`src/core/vdmwt_pkg.sv`:
```
// Package with register map, pin bundle, operation codes and timing for the video DRAM controller.
package vdmwt_pkg;

    // Register word indices; byte address is four times the index.
    localparam logic [2:0] REG_CMD    = 3'h0;
    localparam logic [2:0] REG_ROW    = 3'h1;
    localparam logic [2:0] REG_COL    = 3'h2;
    localparam logic [2:0] REG_RASDQ  = 3'h3;
    localparam logic [2:0] REG_CASDQ  = 3'h4;
    localparam logic [2:0] REG_STATUS = 3'h5;
    localparam logic [2:0] REG_SAMPLE = 3'h6;

    // Field positions inside the command and status words.
    localparam int CMD_OP_LSB   = 0;
    localparam int CMD_LO_BIT   = 4;
    localparam int CMD_HI_BIT   = 5;
    localparam int ST_BUSY_BIT  = 0;
    localparam int ST_PERS_BIT  = 1;
    localparam int ST_COLOR_BIT = 2;
    localparam int ST_REFU_BIT  = 3;

    localparam int ADDR_W = 9;
    localparam int DQ_W   = 16;

    // Reset values.
    localparam logic [ADDR_W-1:0] ADDR_RST = 9'h000;
    localparam logic [DQ_W-1:0]   DQ_RST   = 16'h0000;
    localparam logic [31:0]       WORD_RST = 32'h0000_0000;

    // Block writes ignore the two lowest column bits.
    localparam logic [ADDR_W-1:0] BLOCK_COL_MASK = 9'h1FC;

    // Timing: clock period and the length of each strobe phase, in ns.
    localparam int CLK_NS   = 100;
    localparam int PHASE_NS = 100;
    localparam int PRE_NS   = 200;
    localparam int PHASE_CYC_I = (PHASE_NS + CLK_NS - 1) / CLK_NS;
    localparam int PRE_CYC_I   = (PRE_NS + CLK_NS - 1) / CLK_NS;
    localparam logic [7:0] PHASE_CYC = 8'(PHASE_CYC_I < 1 ? 1 : PHASE_CYC_I);
    localparam logic [7:0] PRE_CYC   = 8'(PRE_CYC_I < 1 ? 1 : PRE_CYC_I);

    // Operations that software may start.
    typedef enum logic [3:0] {
        OP_MASKED_WRITE     = 4'h0,
        OP_UNMASKED_WRITE   = 4'h1,
        OP_MASKED_BLOCK     = 4'h2,
        OP_UNMASKED_BLOCK   = 4'h3,
        OP_LOAD_MASK        = 4'h4,
        OP_LOAD_COLOR       = 4'h5,
        OP_ROW_TRANSFER     = 4'h6,
        OP_HALF_TRANSFER    = 4'h7,
        OP_REFRESH_CLEAR    = 4'h8,
        OP_REFRESH_KEEP     = 4'h9
    } vdmwt_op_t;

    // Command as held by the controller.
    typedef struct packed {
        logic [3:0] op;
        logic       hi_en;
        logic       lo_en;
    } vdmwt_cmd_t;

    // Levels sampled by the device at the row strobe fall.
    typedef struct packed {
        logic trg_n;
        logic we_n;
        logic special_function_select;
    } vdmwt_ras_lvl_t;

    // Everything the controller drives toward the memory.
    typedef struct packed {
        logic              ras_n;
        logic              cas_l_n;
        logic              cas_u_n;
        logic              we_n;
        logic              trg_n;
        logic              special_function_select;
        logic [ADDR_W-1:0] addr;
        logic [DQ_W-1:0]   dq;
        logic              dq_oe;
    } vdmwt_pins_t;

    localparam vdmwt_pins_t PINS_IDLE = '{ras_n: 1'b1, cas_l_n: 1'b1, cas_u_n: 1'b1, we_n: 1'b1,
                                          trg_n: 1'b1, special_function_select: 1'b0, addr: ADDR_RST, dq: DQ_RST,
                                          dq_oe: 1'b0};

endpackage : vdmwt_pkg

```
`src/core/vdmwt_ctrl.sv`:
```
// Controller that drives a dual-port video DRAM through its strobes on orders from an Avalon-MM slave.
//
// Functional notes
// - Load-mask: write timing, select high at row fall, low at column fall.
// - Block write: select high at column fall; column mask taken at later strobe.
// - The controller refuses any block write until a load-color cycle has set the color loaded flag.
// - Load-color: select high at row and column falls; single byte strobe loads one byte.
`timescale 1ns/1ns
module vdmwt_ctrl (
    input  wire logic        mclk_i,
    input  wire logic        sys_rst_i,
    // Avalon-MM slave.
    input  wire logic [2:0]  avs_address_i,
    input  wire logic        avs_read_i,
    input  wire logic        avs_write_i,
    input  wire logic [31:0] avs_writedata_i,
    output logic      [31:0] avs_readdata_o,
    output logic             avs_waitrequest_o,
    // Memory pins.
    output logic             row_strobe_n_o,
    output logic             low_byte_column_strobe_n_o,
    output logic             high_byte_column_strobe_n_o,
    output logic             write_strobe_n_o,
    output logic             transfer_gate_n_o,
    output logic             special_function_select_o,
    output logic      [8:0]  mem_addr_o,
    input  wire logic [15:0] random_io_pins_i,
    output logic      [15:0] random_io_pins_o,
    output logic             random_io_pins_oe_o,
    output logic             busy_o
);

    typedef enum logic [6:0] {
        ST_IDLE  = 7'h01,
        ST_SETUP = 7'h02,
        ST_RAS   = 7'h04,
        ST_COL   = 7'h08,
        ST_CAS   = 7'h10,
        ST_HOLD  = 7'h20,
        ST_PRE   = 7'h40
    } vdmwt_state_t;

    // Levels of transfer gate, write strobe and select at the row strobe fall.
    function automatic vdmwt_pkg::vdmwt_ras_lvl_t ras_levels(input logic [3:0] op);
        vdmwt_pkg::vdmwt_ras_lvl_t lvl;
        lvl = '{trg_n: 1'b1, we_n: 1'b1, special_function_select: 1'b0};
        case (op)
            vdmwt_pkg::OP_MASKED_WRITE,
            vdmwt_pkg::OP_MASKED_BLOCK:   lvl.we_n = 1'b0;
            vdmwt_pkg::OP_LOAD_MASK:      lvl.special_function_select = 1'b1;
            vdmwt_pkg::OP_LOAD_COLOR:     lvl.special_function_select = 1'b1;
            vdmwt_pkg::OP_ROW_TRANSFER:   lvl.trg_n = 1'b0;
            vdmwt_pkg::OP_HALF_TRANSFER: begin
                lvl.trg_n = 1'b0;
                lvl.special_function_select   = 1'b1;
            end
            vdmwt_pkg::OP_REFRESH_KEEP:   lvl.special_function_select = 1'b1;
            default:                      lvl.special_function_select = 1'b0;
        endcase
        return lvl;
    endfunction : ras_levels

    // Select level at the first column strobe fall.
    function automatic logic cas_dsf(input logic [3:0] op);
        return (op == vdmwt_pkg::OP_MASKED_BLOCK) || (op == vdmwt_pkg::OP_UNMASKED_BLOCK) ||
               (op == vdmwt_pkg::OP_LOAD_COLOR);
    endfunction : cas_dsf

    function automatic logic is_block(input logic [3:0] op);
        return (op == vdmwt_pkg::OP_MASKED_BLOCK) || (op == vdmwt_pkg::OP_UNMASKED_BLOCK);
    endfunction : is_block

    function automatic logic is_transfer(input logic [3:0] op);
        return (op == vdmwt_pkg::OP_ROW_TRANSFER) || (op == vdmwt_pkg::OP_HALF_TRANSFER);
    endfunction : is_transfer

    function automatic logic is_refresh(input logic [3:0] op);
        return (op == vdmwt_pkg::OP_REFRESH_CLEAR) || (op == vdmwt_pkg::OP_REFRESH_KEEP);
    endfunction : is_refresh

    function automatic logic is_known(input logic [3:0] op);
        return op <= vdmwt_pkg::OP_REFRESH_KEEP;
    endfunction : is_known

    vdmwt_state_t           state;
    vdmwt_pkg::vdmwt_cmd_t  cmd;
    vdmwt_pkg::vdmwt_pins_t pins;
    logic [8:0]             row_addr;
    logic [8:0]             col_addr;
    logic [15:0]            ras_dq;
    logic [15:0]            cas_dq;
    logic [15:0]            dq_sample;
    logic                   persist_mode;
    logic                   color_loaded;
    logic                   refused;
    logic                   busy;
    logic                   bus_req;
    logic                   bus_take;
    logic                   cmd_write;
    logic                   cmd_ok;
    logic                   cmd_accept;
    logic                   cmd_refuse;
    logic                   tmr_done;
    logic                   advance;
    logic                   tmr_start;
    logic [7:0]             tmr_len;
    vdmwt_pkg::vdmwt_cmd_t  new_cmd;
    logic [31:0]            next_readdata;
    vdmwt_pkg::vdmwt_ras_lvl_t ras_lvl;

    // Bus decode. A command word is only answered once the memory cycle in flight is over.
    assign bus_req    = avs_read_i | avs_write_i;
    assign cmd_write  = avs_write_i && (avs_address_i == vdmwt_pkg::REG_CMD);
    assign bus_take   = bus_req && !avs_waitrequest_o;
    assign new_cmd    = '{op: avs_writedata_i[vdmwt_pkg::CMD_OP_LSB +: 4],
                          hi_en: avs_writedata_i[vdmwt_pkg::CMD_HI_BIT],
                          lo_en: avs_writedata_i[vdmwt_pkg::CMD_LO_BIT]};
    assign ras_lvl    = ras_levels(new_cmd.op);
    assign cmd_ok     = is_known(new_cmd.op) && !(is_block(new_cmd.op) && !color_loaded) &&
                        (is_transfer(new_cmd.op) || is_refresh(new_cmd.op) || new_cmd.lo_en || new_cmd.hi_en);
    assign cmd_accept = bus_take && cmd_write && cmd_ok;
    assign cmd_refuse = bus_take && cmd_write && !cmd_ok;

    // Waitrequest rises again after every answer; a command waits while the pins are busy.
    always_ff @(posedge mclk_i or posedge sys_rst_i) begin
        if (sys_rst_i) begin
            avs_waitrequest_o <= 1'b1;
        end else if (bus_take) begin
            avs_waitrequest_o <= 1'b1;
        end else if (bus_req && !(cmd_write && busy)) begin
            avs_waitrequest_o <= 1'b0;
        end
    end

    // Read data mux, registered so that it stands at the edge where waitrequest is low.
    always_comb begin
        next_readdata = vdmwt_pkg::WORD_RST;
        case (avs_address_i)
            vdmwt_pkg::REG_CMD:    next_readdata[5:0] = cmd;
            vdmwt_pkg::REG_ROW:    next_readdata[8:0] = row_addr;
            vdmwt_pkg::REG_COL:    next_readdata[8:0] = col_addr;
            vdmwt_pkg::REG_RASDQ:  next_readdata[15:0] = ras_dq;
            vdmwt_pkg::REG_CASDQ:  next_readdata[15:0] = cas_dq;
            vdmwt_pkg::REG_STATUS: begin
                next_readdata[vdmwt_pkg::ST_BUSY_BIT]  = busy;
                next_readdata[vdmwt_pkg::ST_PERS_BIT]  = persist_mode;
                next_readdata[vdmwt_pkg::ST_COLOR_BIT] = color_loaded;
                next_readdata[vdmwt_pkg::ST_REFU_BIT]  = refused;
            end
            vdmwt_pkg::REG_SAMPLE: next_readdata[15:0] = dq_sample;
            default:               next_readdata = vdmwt_pkg::WORD_RST;
        endcase
    end

    always_ff @(posedge mclk_i or posedge sys_rst_i) begin
        if (sys_rst_i) begin
            avs_readdata_o <= vdmwt_pkg::WORD_RST;
        end else if (avs_read_i && avs_waitrequest_o) begin
            avs_readdata_o <= next_readdata;
        end
    end

    // Address and data registers written by software.
    always_ff @(posedge mclk_i or posedge sys_rst_i) begin
        if (sys_rst_i) begin
            row_addr <= vdmwt_pkg::ADDR_RST;
            col_addr <= vdmwt_pkg::ADDR_RST;
            ras_dq   <= vdmwt_pkg::DQ_RST;
            cas_dq   <= vdmwt_pkg::DQ_RST;
        end else if (bus_take && avs_write_i) begin
            case (avs_address_i)
                vdmwt_pkg::REG_ROW:   row_addr <= avs_writedata_i[8:0];
                vdmwt_pkg::REG_COL:   col_addr <= avs_writedata_i[8:0];
                vdmwt_pkg::REG_RASDQ: ras_dq   <= avs_writedata_i[15:0];
                vdmwt_pkg::REG_CASDQ: cas_dq   <= avs_writedata_i[15:0];
                default:              row_addr <= row_addr;
            endcase
        end
    end

    // Command latch; only accepted commands replace it.
    always_ff @(posedge mclk_i or posedge sys_rst_i) begin
        if (sys_rst_i) begin
            cmd <= '0;
        end else if (cmd_accept) begin
            cmd <= new_cmd;
        end
    end

    // Refused flag: hardware set wins over a software clear in the same cycle.
    always_ff @(posedge mclk_i or posedge sys_rst_i) begin
        if (sys_rst_i) begin
            refused <= 1'b0;
        end else if (cmd_refuse) begin
            refused <= 1'b1;
        end else if (bus_take && avs_write_i && (avs_address_i == vdmwt_pkg::REG_STATUS) &&
                     avs_writedata_i[vdmwt_pkg::ST_REFU_BIT]) begin
            refused <= 1'b0;
        end
    end

    // Phase timer: restarted on every state change.
    assign advance   = (state != ST_IDLE) && tmr_done;
    assign tmr_start = cmd_accept || advance;
    assign tmr_len   = (state == ST_HOLD) ? vdmwt_pkg::PRE_CYC : vdmwt_pkg::PHASE_CYC;

    vdmwt_phase_timer u_timer (
        .mclk_i    (mclk_i),
        .sys_rst_i (sys_rst_i),
        .start_i   (tmr_start),
        .len_i     (tmr_len),
        .done_o    (tmr_done)
    );

    // Strobe sequencer. Refresh skips the column phases because its column strobes fall first.
    always_ff @(posedge mclk_i or posedge sys_rst_i) begin
        if (sys_rst_i) begin
            state <= ST_IDLE;
            pins  <= vdmwt_pkg::PINS_IDLE;
        end else begin
            case (state)
                ST_IDLE: begin
                    if (cmd_accept) begin
                        state          <= ST_SETUP;
                        pins.addr      <= row_addr;
                        pins.trg_n     <= ras_lvl.trg_n;
                        pins.we_n      <= ras_lvl.we_n;
                        pins.special_function_select       <= ras_lvl.special_function_select;
                        pins.dq        <= ras_dq;
                        pins.dq_oe     <= !is_transfer(new_cmd.op) && !is_refresh(new_cmd.op);
                        if (is_refresh(new_cmd.op)) begin
                            pins.cas_l_n <= 1'b0;
                            pins.cas_u_n <= 1'b0;
                        end
                    end
                end
                ST_SETUP: begin
                    if (advance) begin
                        state      <= ST_RAS;
                        pins.ras_n <= 1'b0;
                    end
                end
                ST_RAS: begin
                    if (advance) begin
                        state <= is_refresh(cmd.op) ? ST_HOLD : ST_COL;
                        // Column bit 8 picks the half.
                        // Low column bits give the tap.
                        pins.addr <= is_block(cmd.op) ? (col_addr & vdmwt_pkg::BLOCK_COL_MASK) : col_addr;
                        pins.special_function_select  <= cas_dsf(cmd.op);
                        if (!is_transfer(cmd.op) && !is_refresh(cmd.op)) begin
                            // Column mask on pins, color internal.
                            pins.we_n  <= 1'b0;
                            pins.dq    <= cas_dq;
                            pins.dq_oe <= 1'b1;
                        end else begin
                            pins.dq_oe <= 1'b0;
                        end
                    end
                end
                ST_COL: begin
                    if (advance) begin
                        state <= ST_CAS;
                        if (is_transfer(cmd.op)) begin
                            pins.cas_l_n <= 1'b0;
                            pins.cas_u_n <= 1'b0;
                        end else begin
                            // Single byte strobe loads one byte.
                            pins.cas_l_n <= !cmd.lo_en;
                            pins.cas_u_n <= !cmd.hi_en;
                        end
                    end
                end
                ST_CAS: begin
                    if (advance) begin
                        state      <= ST_HOLD;
                        // Gate trailing edge moves the half row.
                        pins.trg_n <= 1'b1;
                    end
                end
                ST_HOLD: begin
                    if (advance) begin
                        state <= ST_PRE;
                        pins  <= vdmwt_pkg::PINS_IDLE;
                    end
                end
                ST_PRE: begin
                    if (advance) begin
                        state <= ST_IDLE;
                    end
                end
                default: begin
                    state <= ST_IDLE;
                    pins  <= vdmwt_pkg::PINS_IDLE;
                end
            endcase
        end
    end

    // Pins sampled at the end of the hold phase, for software to inspect.
    always_ff @(posedge mclk_i or posedge sys_rst_i) begin
        if (sys_rst_i) begin
            dq_sample <= vdmwt_pkg::DQ_RST;
        end else if ((state == ST_HOLD) && advance) begin
            dq_sample <= random_io_pins_i;
        end
    end

    // Shadow of the device's masking mode, updated as the row strobe falls.
    always_ff @(posedge mclk_i or posedge sys_rst_i) begin
        if (sys_rst_i) begin
            persist_mode <= 1'b0;
        end else if ((state == ST_SETUP) && advance) begin
            if (cmd.op == vdmwt_pkg::OP_LOAD_MASK) begin
                persist_mode <= 1'b1;
            end else if (cmd.op == vdmwt_pkg::OP_REFRESH_CLEAR) begin
                persist_mode <= 1'b0;
            end
        end
    end

    // Color loaded flag; the device keeps the color until power loss, so only reset clears it.
    always_ff @(posedge mclk_i or posedge sys_rst_i) begin
        if (sys_rst_i) begin
            color_loaded <= 1'b0;
        end else if ((state == ST_CAS) && advance && (cmd.op == vdmwt_pkg::OP_LOAD_COLOR)) begin
            color_loaded <= 1'b1;
        end
    end

    // Busy stands from acceptance until the precharge phase ends.
    always_ff @(posedge mclk_i or posedge sys_rst_i) begin
        if (sys_rst_i) begin
            busy <= 1'b0;
        end else if (cmd_accept) begin
            busy <= 1'b1;
        end else if ((state == ST_PRE) && advance) begin
            busy <= 1'b0;
        end
    end

    assign busy_o                      = busy;
    assign row_strobe_n_o              = pins.ras_n;
    assign low_byte_column_strobe_n_o  = pins.cas_l_n;
    assign high_byte_column_strobe_n_o = pins.cas_u_n;
    assign write_strobe_n_o            = pins.we_n;
    assign transfer_gate_n_o           = pins.trg_n;
    assign special_function_select_o   = pins.special_function_select;
    assign mem_addr_o                  = pins.addr;
    assign random_io_pins_o            = pins.dq;
    assign random_io_pins_oe_o         = pins.dq_oe;

endmodule : vdmwt_ctrl

```
`src/core/vdmwt_phase_timer.sv`:
```
// Down-counter that measures the length of one strobe phase.
`timescale 1ns/1ns
module vdmwt_phase_timer (
    input  wire logic       mclk_i,
    input  wire logic       sys_rst_i,
    input  wire logic       start_i,
    input  wire logic [7:0] len_i,
    output logic            done_o
);

    logic [7:0] cnt;

    // Reload on start, then count down to zero and rest there.
    always_ff @(posedge mclk_i or posedge sys_rst_i) begin
        if (sys_rst_i) begin
            cnt <= 8'h00;
        end else if (start_i) begin
            cnt <= len_i;
        end else if (cnt != 8'h00) begin
            cnt <= cnt - 8'h01;
        end
    end

    // The phase ends in the cycle in which one count is left.
    assign done_o = (cnt == 8'h01);

endmodule : vdmwt_phase_timer

```
`config.mk`:
```
export PLATFORM = sky130hd
export DESIGN_NAME = vdmwt_ctrl
export DESIGN_NICKNAME = d
export VERILOG_FILES = /design/src/core/vdmwt_pkg.sv /design/src/core/vdmwt_ctrl.sv /design/src/core/vdmwt_phase_timer.sv
export SDC_FILE = /design/constraint.sdc
export NUM_CORES = 1
export LEC_CHECK = 0
export ABC_AREA = 0
export BUFFER_PORTS_ARGS = -buffer_cell sky130_fd_sc_hd__buf_4
export CAP_MARGIN = 10
export CELL_PAD_IN_SITES_DETAIL_PLACEMENT = 0
export CELL_PAD_IN_SITES_GLOBAL_PLACEMENT = 1
export CORE_ASPECT_RATIO = 1.5
export CORE_MARGIN = 2
export CORE_UTILIZATION = 45
export DETAILED_ROUTE_END_ITERATION = 12
export PLACE_DENSITY_LB_ADDON = 0.1
export SLEW_MARGIN = 20
export SYNTH_ARGS = -nofsm -noshare
export SYNTH_HDL_FRONTEND = slang
export SYNTH_SLANG_ARGS = --single-unit
```
`constraint.sdc`:
```
create_clock -name mclk_i -period 4.6 [get_ports mclk_i]
set_clock_uncertainty 0.05 [all_clocks]
set_input_delay 0.46 -clock mclk_i [delete_from_list [all_inputs] [get_ports mclk_i]]
set_output_delay 0.46 -clock mclk_i [all_outputs]
set_load 0.1 [all_outputs]
```
==> metrics.md, run 1 <==
| Metric | Value |
|---|---|
| ANT nets after route | 0 |
| Pwr dens | 703 nW/µm² |
| Maximum vdd drop | 0.445 mV |
| Worst hold path type | input pin to async pin |
| Clock transition at the registers of the reported paths | 0.06 ns |
| Reg2reg start | state[6]$_DFFE_PP0P_ |
| Static Leak | 3.86 nW |
| Achievable Freq | 332 MHz |
| Max Slew Vio Count | 0 |
| Die width | 105 µm |
| Tcrit/Tclk final | 65.5% |
| Setup_tns | 0 ns |
| Tmin final | 3.01 ns |
| Share of flip-flops with an asynchronous set or reset | 100% |
| Post-DP HPWL | 12.5 mm |
| Synth warn | 0 |
| # rows | 55 |
| Setup CP Type | flop to flop |
| Final setup viols | 0 |
| CTS Buf Count | 17 |
| Clk buf depth | 2 |
| Multi-input gate area | 3120 µm² |
| Met3 Resource Use GR | 5.19% |
| Synth-to-layout area growth | 20.0% |
| Busiest grt layer | met2 |
| Drt first pass iters | 4 |
| Fin nets | 705 |
| Core Region | 15000 µm² |
| Hold buffers post-CTS | 0 |
| Most frequent cells in the layout | 133 x dfrtp_1, 95 x buf_4, 91 x mux2_2 |
| # H-tree levels | 4 |
| CTS tree | built |
| RSZ-0062 raised after global routing | no |
| DR WL/cell | 20.8 µm |
| RR Endpoint | mem_addr_o[7]$_DFFE_PP0P_ |
| Routed via count | 4825 |
| Max_cap viols | 0 |
| Initial Util | 45.9% |
| Die area | 16300 µm² |
| Crit path DAT | 3.26 ns |
| DR DRC count | 0 |
| Share of cells above drive strength 1 | 38.2% |
| Hold Worst Slack | 0.124 ns |
| Measured slew at the worst slew-check pin | 1.01 ns |
| Gate count after technology mapping | 567 |
| CP Capture Point | mem_addr_o[7]$_DFFE_PP0P_ |
| GRT overflow | 0 |
| Final WL | 17.9 mm |
| Met2 GRT Util | 42.5% |
| Largest net degree at the start of global routing | 114 |
| Fillers | 1386 |
| Via density | 5.62 |
| Antenna Cells | 0 |
| First-pass GRT wire length | 28.0 mm |
| Register area | 3510 µm² |
| Leading cell type in the layout, fill and taps excluded | dfrtp_1 |
| Buffers on Ports | 88 |
| Number of synthesized register bits | 140 |
| Library cells used by synthesis | 61 |
| Status | finished clean |
| Post_cts resized | 0 |
| Crit path from | state[6]$_DFFE_PP0P_ |
| Die height | 155 µm |
| # Post-CTS Setup Buffers | 0 |
| R2R depth | 6 |
| Crit-path max FO | 29 |
| Grt met1 use | 23.9% |
| CP endpoint kind | flop |
| Worst slew margin | 32.5% |
| R2r setup slk | 1.59 ns |
| Final Hold Fails | 0 |
| Number of global-route vias before repair | 5091 |
| Initial antenna violation count | 0 |
| Post-synthesis average cell area | 12.1 µm² |
| GPL Wtd Cong | 0.800 |
| Worst-Skew Late Latency | 0.42 ns |
| Sequential share of the synthesized area | 51.0% |
| Ys flop type | dfrtp_1 |
| Sink Count | 140 |
| Design Power | 5.81 mW |
| Root Buffer | clkbuf_16 |
| Post-synth EDFFs | 0 |
| Initial DRC Count | 257 |
| Worst Setup Start Kind | flop |
| Synth Cell Area | 6880 µm² |
| I/O pin count | 121 |
| Worst endpoint required time | 4.85 ns |
| Tot GR Track Use | 22.8% |
metal layers:
metal	wire (µm)	vias to the layer above
met3	621	34
met1	6530	2484
met2	9950	105
li1	-	2202
met4	779	0
met5	0	-
cell usage after synthesis (3+ instances only):
| cell | n | area, µm² |
|---|---|---|
| dfrtp_1 | 133 | 3330 |
| mux2_2 | 91 | 1020 |
| a22o_1 | 44 | 385 |
| nand2_1 | 40 | 150 |
| o21ai_0 | 35 | 175 |
| nor2_1 | 25 | 93.8 |
| buf_4 | 20 | 150 |
| mux2i_1 | 16 | 160 |
| clkbuf_1 | 14 | 52.6 |
| a21oi_1 | 10 | 50.1 |
| buf_2 | 10 | 50.1 |
| mux2_4 | 10 | 150 |
| nand3_1 | 8 | 40.0 |
| dfstp_2 | 7 | 184 |
| nand2b_1 | 7 | 43.8 |
| nor3_1 | 7 | 35.0 |
| inv_1 | 6 | 22.5 |
| nor3b_1 | 5 | 37.5 |
| nor4_1 | 5 | 31.3 |
| xnor2_1 | 5 | 43.8 |
| mux4_2 | 4 | 90.1 |
| nor2b_1 | 4 | 25.0 |
| xor2_1 | 4 | 35.0 |
| a221oi_1 | 3 | 26.3 |
| and3_1 | 3 | 18.8 |
| buf_1 | 3 | 11.3 |
| ha_1 | 3 | 37.5 |
| o211ai_1 | 3 | 22.5 |
how the worst min path moves through the flow:
| stage | from | end | slack, ns |
|---|---|---|---|
| 2_1_floorplan | color_loaded$_DFFE_PP0P_ | color_loaded$_DFFE_PP0P_ | 0.40 |
| 3_5_place_dp | avs_readdata_o[8]$_DFFE_PP0P_ | avs_readdata_o[8]$_DFFE_PP0P_ | 0.42 |
| 4_1_cts | random_io_pins_i[12] | dq_sample[12]$_DFFE_PP0P_ | 0.19 |
| 6_report | sys_rst_i | random_io_pins_o[14]$_DFFE_PP0P_ | 0.12 |
| 5_1_grt | sys_rst_i | random_io_pins_o[15]$_DFFE_PP0P_ | 0.21 |
| 3_3_place_gp | avs_readdata_o[8]$_DFFE_PP0P_ | avs_readdata_o[8]$_DFFE_PP0P_ | 0.42 |
worst max-delay path, cell delays in order, from the launching register on:
cell	delay, ns
dfrtp_1	0.47
or4_4	0.58
nor3_2	0.16
buf_4	0.40
nor2_1	0.21
o2111ai_2	0.61
mux2_2	0.41
where the power goes:
part / leakage [nW] / internal (mW) / switching [mW]
clock: 0.306 / 0.928 / 0.533
combinational: 1.78 / 0.769 / 1.69
sequential: 1.77 / 1.60 / 0.279
total: 3.86 / 3.30 / 2.50
cell type report:
class                      count  area share (%)
clock inverter                12            2.24
sequential                   140            42.5
timing repair buffer          95            8.63
inverter                       6           0.364
clock buffer                  20            5.41
multi-input combinational    387            37.8
tap                          199            3.01
flip-flops by register name, summed over array words and instances (netlist names), 8 cells and up:
name              count
dq_sample            16
cas_dq               16
row_addr              9
avs_readdata_o       16
mem_addr_o            9
ras_dq               16
random_io_pins_o     16
col_addr              9
u_timer.cnt           8
logic make-up (layout without fill, tap and decap cells):
group / after synthesis / in the layout / share of synthesized area, %
flip-flops: 140 / 140 / 51.0
multiplexers: 123 / 123 / 21.0
AND/OR/NAND/NOR: 121 / 121 / 9.35
AO/OA/AOI/OAI: 115 / 115 / 12.2
buffers and inverters: 55 / 133 / 4.62
XOR/XNOR: 9 / 9 / 1.15
adder cells (fa/ha/maj): 3 / 3 / 0.546
other: 1 / 16 / 0.0545
per-stage QoR:
stage	worst slack (ns)	utilization (%)	cell area [µm²]	instances
floorplan	0.349	-	6940	582
global placement	1.25	50.8	7610	827
detailed placement	1.23	50.8	7610	827
CTS	1.21	55.0	8250	859
global route	1.38	55.1	8260	859
finish	1.59	55.1	8260	859
Note: power is estimated with default switching activity, not from simulation.
==> run 2, diff against run 1 <==
==> constraint.sdc (replaced) <==
create_clock -name mclk_i -period 3.1 [get_ports mclk_i]
set_clock_uncertainty 0.05 [all_clocks]
set_input_delay 0.31 -clock mclk_i [delete_from_list [all_inputs] [get_ports mclk_i]]
set_output_delay 0.31 -clock mclk_i [all_outputs]
set_load 0.1 [all_outputs]
==> run 2 against run 1 <==
  * Setup slack got worse by 1.3 ns
  * Via count increased by 1.9%
  * Maximum frequency increased by 8.1%
  * Register-to-register slack got worse by 1.3 ns
  * Critical path type unchanged
  * Largest cell class unchanged
  * Largest power group unchanged
==> metrics.md, run 2 (synthesis results as in run 1) <==
| Metric | Value |
|---|---|
| Status | finished clean |
| Static Leak | 3.90 nW (+1.1%) |
| Worst hold path type | input pin to flop |
| Share of cells above drive strength 1 | 38.9% (+0.72 points) |
| WL met1 | 6.64 mm (+1.7%) |
| Met2 Routed Length | 10.0 mm (+0.77%) |
| Post-DP HPWL | 13.2 mm (+5.5%) |
| Setup CP Type | flop to flop |
| Measured slew at the worst slew-check pin | 0.926 ns (-0.0836 ns) |
| RSZ-0062 raised after global routing | no |
| Leading cell type in the layout, fill and taps excluded | dfrtp_1 |
| Critical path cell sequence | or4_4 > nor3_4 > nand3_4 > o31ai_4 > nand4b_4 > mux2_4 |
| Setup_tns | 0 ns (unchanged) |
| Met3 routed WL | 615 µm (-0.97%) |
| CP endpoint kind | flop |
| # H-tree levels | 4 (unchanged) |
| Tot GR Track Use | 23.5% (+0.65 points) |
| CTS tree | built |
| Pwr dens | 1050 nW/µm² (+49%) |
| Die height | 155 µm (unchanged) |
| Slowest cell on crit path | or4_4 |
| Antenna Cells | 0 (unchanged) |
| DR DRC count | 0 (unchanged) |
| Max Slew Vio Count | 0 (unchanged) |
| Sequential share of power | 32.0% (-0.4 points) |
| Final WL | 18.4 mm (+3.1%) |
| First-pass GRT wire length | 28.7 mm (+2.7%) |
| Worst path max stage delay | 0.58 ns (-0.03 ns) |
| Root Buffer | clkbuf_16 |
| Buffers on Ports | 88 (unchanged) |
| Max_cap viols | 0 (unchanged) |
| Cell count of the worst hold path | 2 |
| I/O pin count | 121 (unchanged) |
| Routed via count | 4917 (+1.9%) |
| DP Area | 7700 µm² (+1.1%) |
| R2R depth | 6 (unchanged) |
| CTS Buf Count | 17 (unchanged) |
| Die width | 105 µm (unchanged) |
| Worst endpoint required time | 3.35 ns (-1.50 ns) |
| Final setup viols | 0 (unchanged) |
| Highest routed metal layer | met4 |
| Design Area, Final | 8360 µm² (+1.3%) |
| DR WL/cell | 21.2 µm (+1.8%) |
| Initial antenna violation count | 0 (unchanged) |
| Initial Util | 45.9% (unchanged) |
| Clk buf depth | 2 (unchanged) |
| Tmin final | 2.79 ns (-0.227 ns) |
| Comb pwr share | 42.3% (about the same) |
| Placed Cells | 837 (+1.2%) |
| Clock network power share | 25.7% (+0.5 points) |
| Crit path DAT | 3.03 ns (-0.23 ns) |
| Worst slew margin | 38.1% (+5.6 points) |
| Post_cts resized | 0 (unchanged) |
| Fin nets | 716 (+1.6%) |
| Largest net degree at the start of global routing | 61 (-46%) |
| Number of global-route vias before repair | 5245 (+3.0%) |
| Initial DRC Count | 254 (-1.2%) |
| Pre-CTS WS | 0.122 ns (-1.11 ns) |
| Worst-Skew Late Latency | 0.41 ns (about the same) |
| R2r setup slk | 0.31 ns (-1.27 ns) |
| Synth-to-layout area growth | 21.5% |
| Crit-path max FO | 17 (-41%) |
| Worst Setup Start Kind | flop |
| Core Region | 15000 µm² (unchanged) |
| Sink Count | 140 (unchanged) |
| Final Hold Fails | 0 (unchanged) |
| GPL Wtd Cong | 0.852 (+6.5%) |
| # rows | 55 (unchanged) |
| # Post-CTS Setup Buffers | 0 (unchanged) |
| Tcrit/Tclk final | 89.9% (+24 points) |
| Clock transition at the registers of the reported paths | 0.06 ns (about the same) |
| Fin worst setup slack | 0.315 ns (-1.27 ns) |
| Most frequent cells in the layout | 133 x dfrtp_1, 104 x buf_4, 91 x mux2_2 |
| Achievable Freq | 359 MHz (+8.1%) |
| Maximum vdd drop | 0.565 mV (+27%) |
| Cell Int Power | 4.99 mW (+51%) |
| Finished Layout Cells | 870 (+1.3%) |
| Via density | 5.65 (+0.62%) |
| Die area | 16300 µm² (unchanged) |
| Sw Pwr | 3.75 mW (+50%) |
| GRT overflow | 0 (unchanged) |
| Drt first pass iters | 6 (+2) |
| ANT nets after route | 0 (unchanged) |
| Switching fraction of total power | 42.9% (-0.17 points) |
## run 2: cell types whose count changed in the layout (fill, tap and decap cells not counted), sizes merged
cell | previous run | this run
clkinv | 4 | 2
inv | 9 | 7
dlygate4sd3 | 0 | 1
clkbuf | 20 | 19
bufinv | 4 | 5
buf | 95 | 105
clkinvlp | 1 | 5
## run 2: cell type report
cell class / instances / area, µm²
Clock inverter: 13 / 215
Timing Repair Buffer: 106 / 811
Fill cell: 1382 / 6640
Tap cell: 199 / 249
Sequential cell: 140 / 3510
Inverter: 6 / 26.3
Clock buffer: 19 / 433
Multi-Input combinational cell: 387 / 3120
## run 2: stage by stage
stage          power (mW)  util (%)  hold slack, ns
2_1_floorplan        5.68         -           0.393
3_3_place_gp         6.48      51.3           0.208
3_5_place_dp         6.55      51.3           0.210
4_1_cts              8.81      55.7          0.0450
5_1_grt              9.10      55.8          0.0575
6_report             8.74      55.8          0.0559
## run 2: worst paths after layout
check	startpoint	endpoint
worst max-delay path	u_timer.cnt[4]$_DFFE_PP0P_	random_io_pins_o[6]$_DFFE_PP0P_
worst min-delay path	random_io_pins_i[11]	dq_sample[11]$_DFFE_PP0P_
worst max register to register	u_timer.cnt[4]$_DFFE_PP0P_	random_io_pins_o[6]$_DFFE_PP0P_
worst min register to register	avs_readdata_o[3]$_DFFE_PP0P_	avs_readdata_o[3]$_DFFE_PP0P_
max in group asynchronous	sys_rst_i	cmd[0]$_DFFE_PP0P_
min in group asynchronous	sys_rst_i	dq_sample[9]$_DFFE_PP0P_
## run 2: power groups by stage
| stage | clock, mW | combinational, mW | sequential, mW |
|---|---|---|---|
| final | 2.25 | 3.70 | 2.79 |
| after global routing | 2.37 | 3.87 | 2.86 |
| after CTS | 2.29 | 3.73 | 2.79 |
| after global placement | 0 | 3.68 | 2.79 |
| after detailed placement | 0 | 3.73 | 2.83 |
| after floorplan | 0 | 1.41 | 4.27 |
## run 2: routing by layer
layer / vias up / GRT usage (%)
met5: - / 0
met4: 0 / 15.2
met3: 55 / 4.69
met2: 128 / 41.9
met1: 2506 / 25.0
li1: 2228 / -
## run 2: timing repair
action,4_1_cts,5_1_grt
hold buffers,1,0
endpoints found under the hold margin,6,0
setup endpoints to repair,0,0
## run 2: worst max-delay path, delay by kind of cell (launching register included)
family          cells  cell delay, ns
compound gates      1            0.32
mux                 1            0.45
simple gates        4            1.43
flops               1            0.41
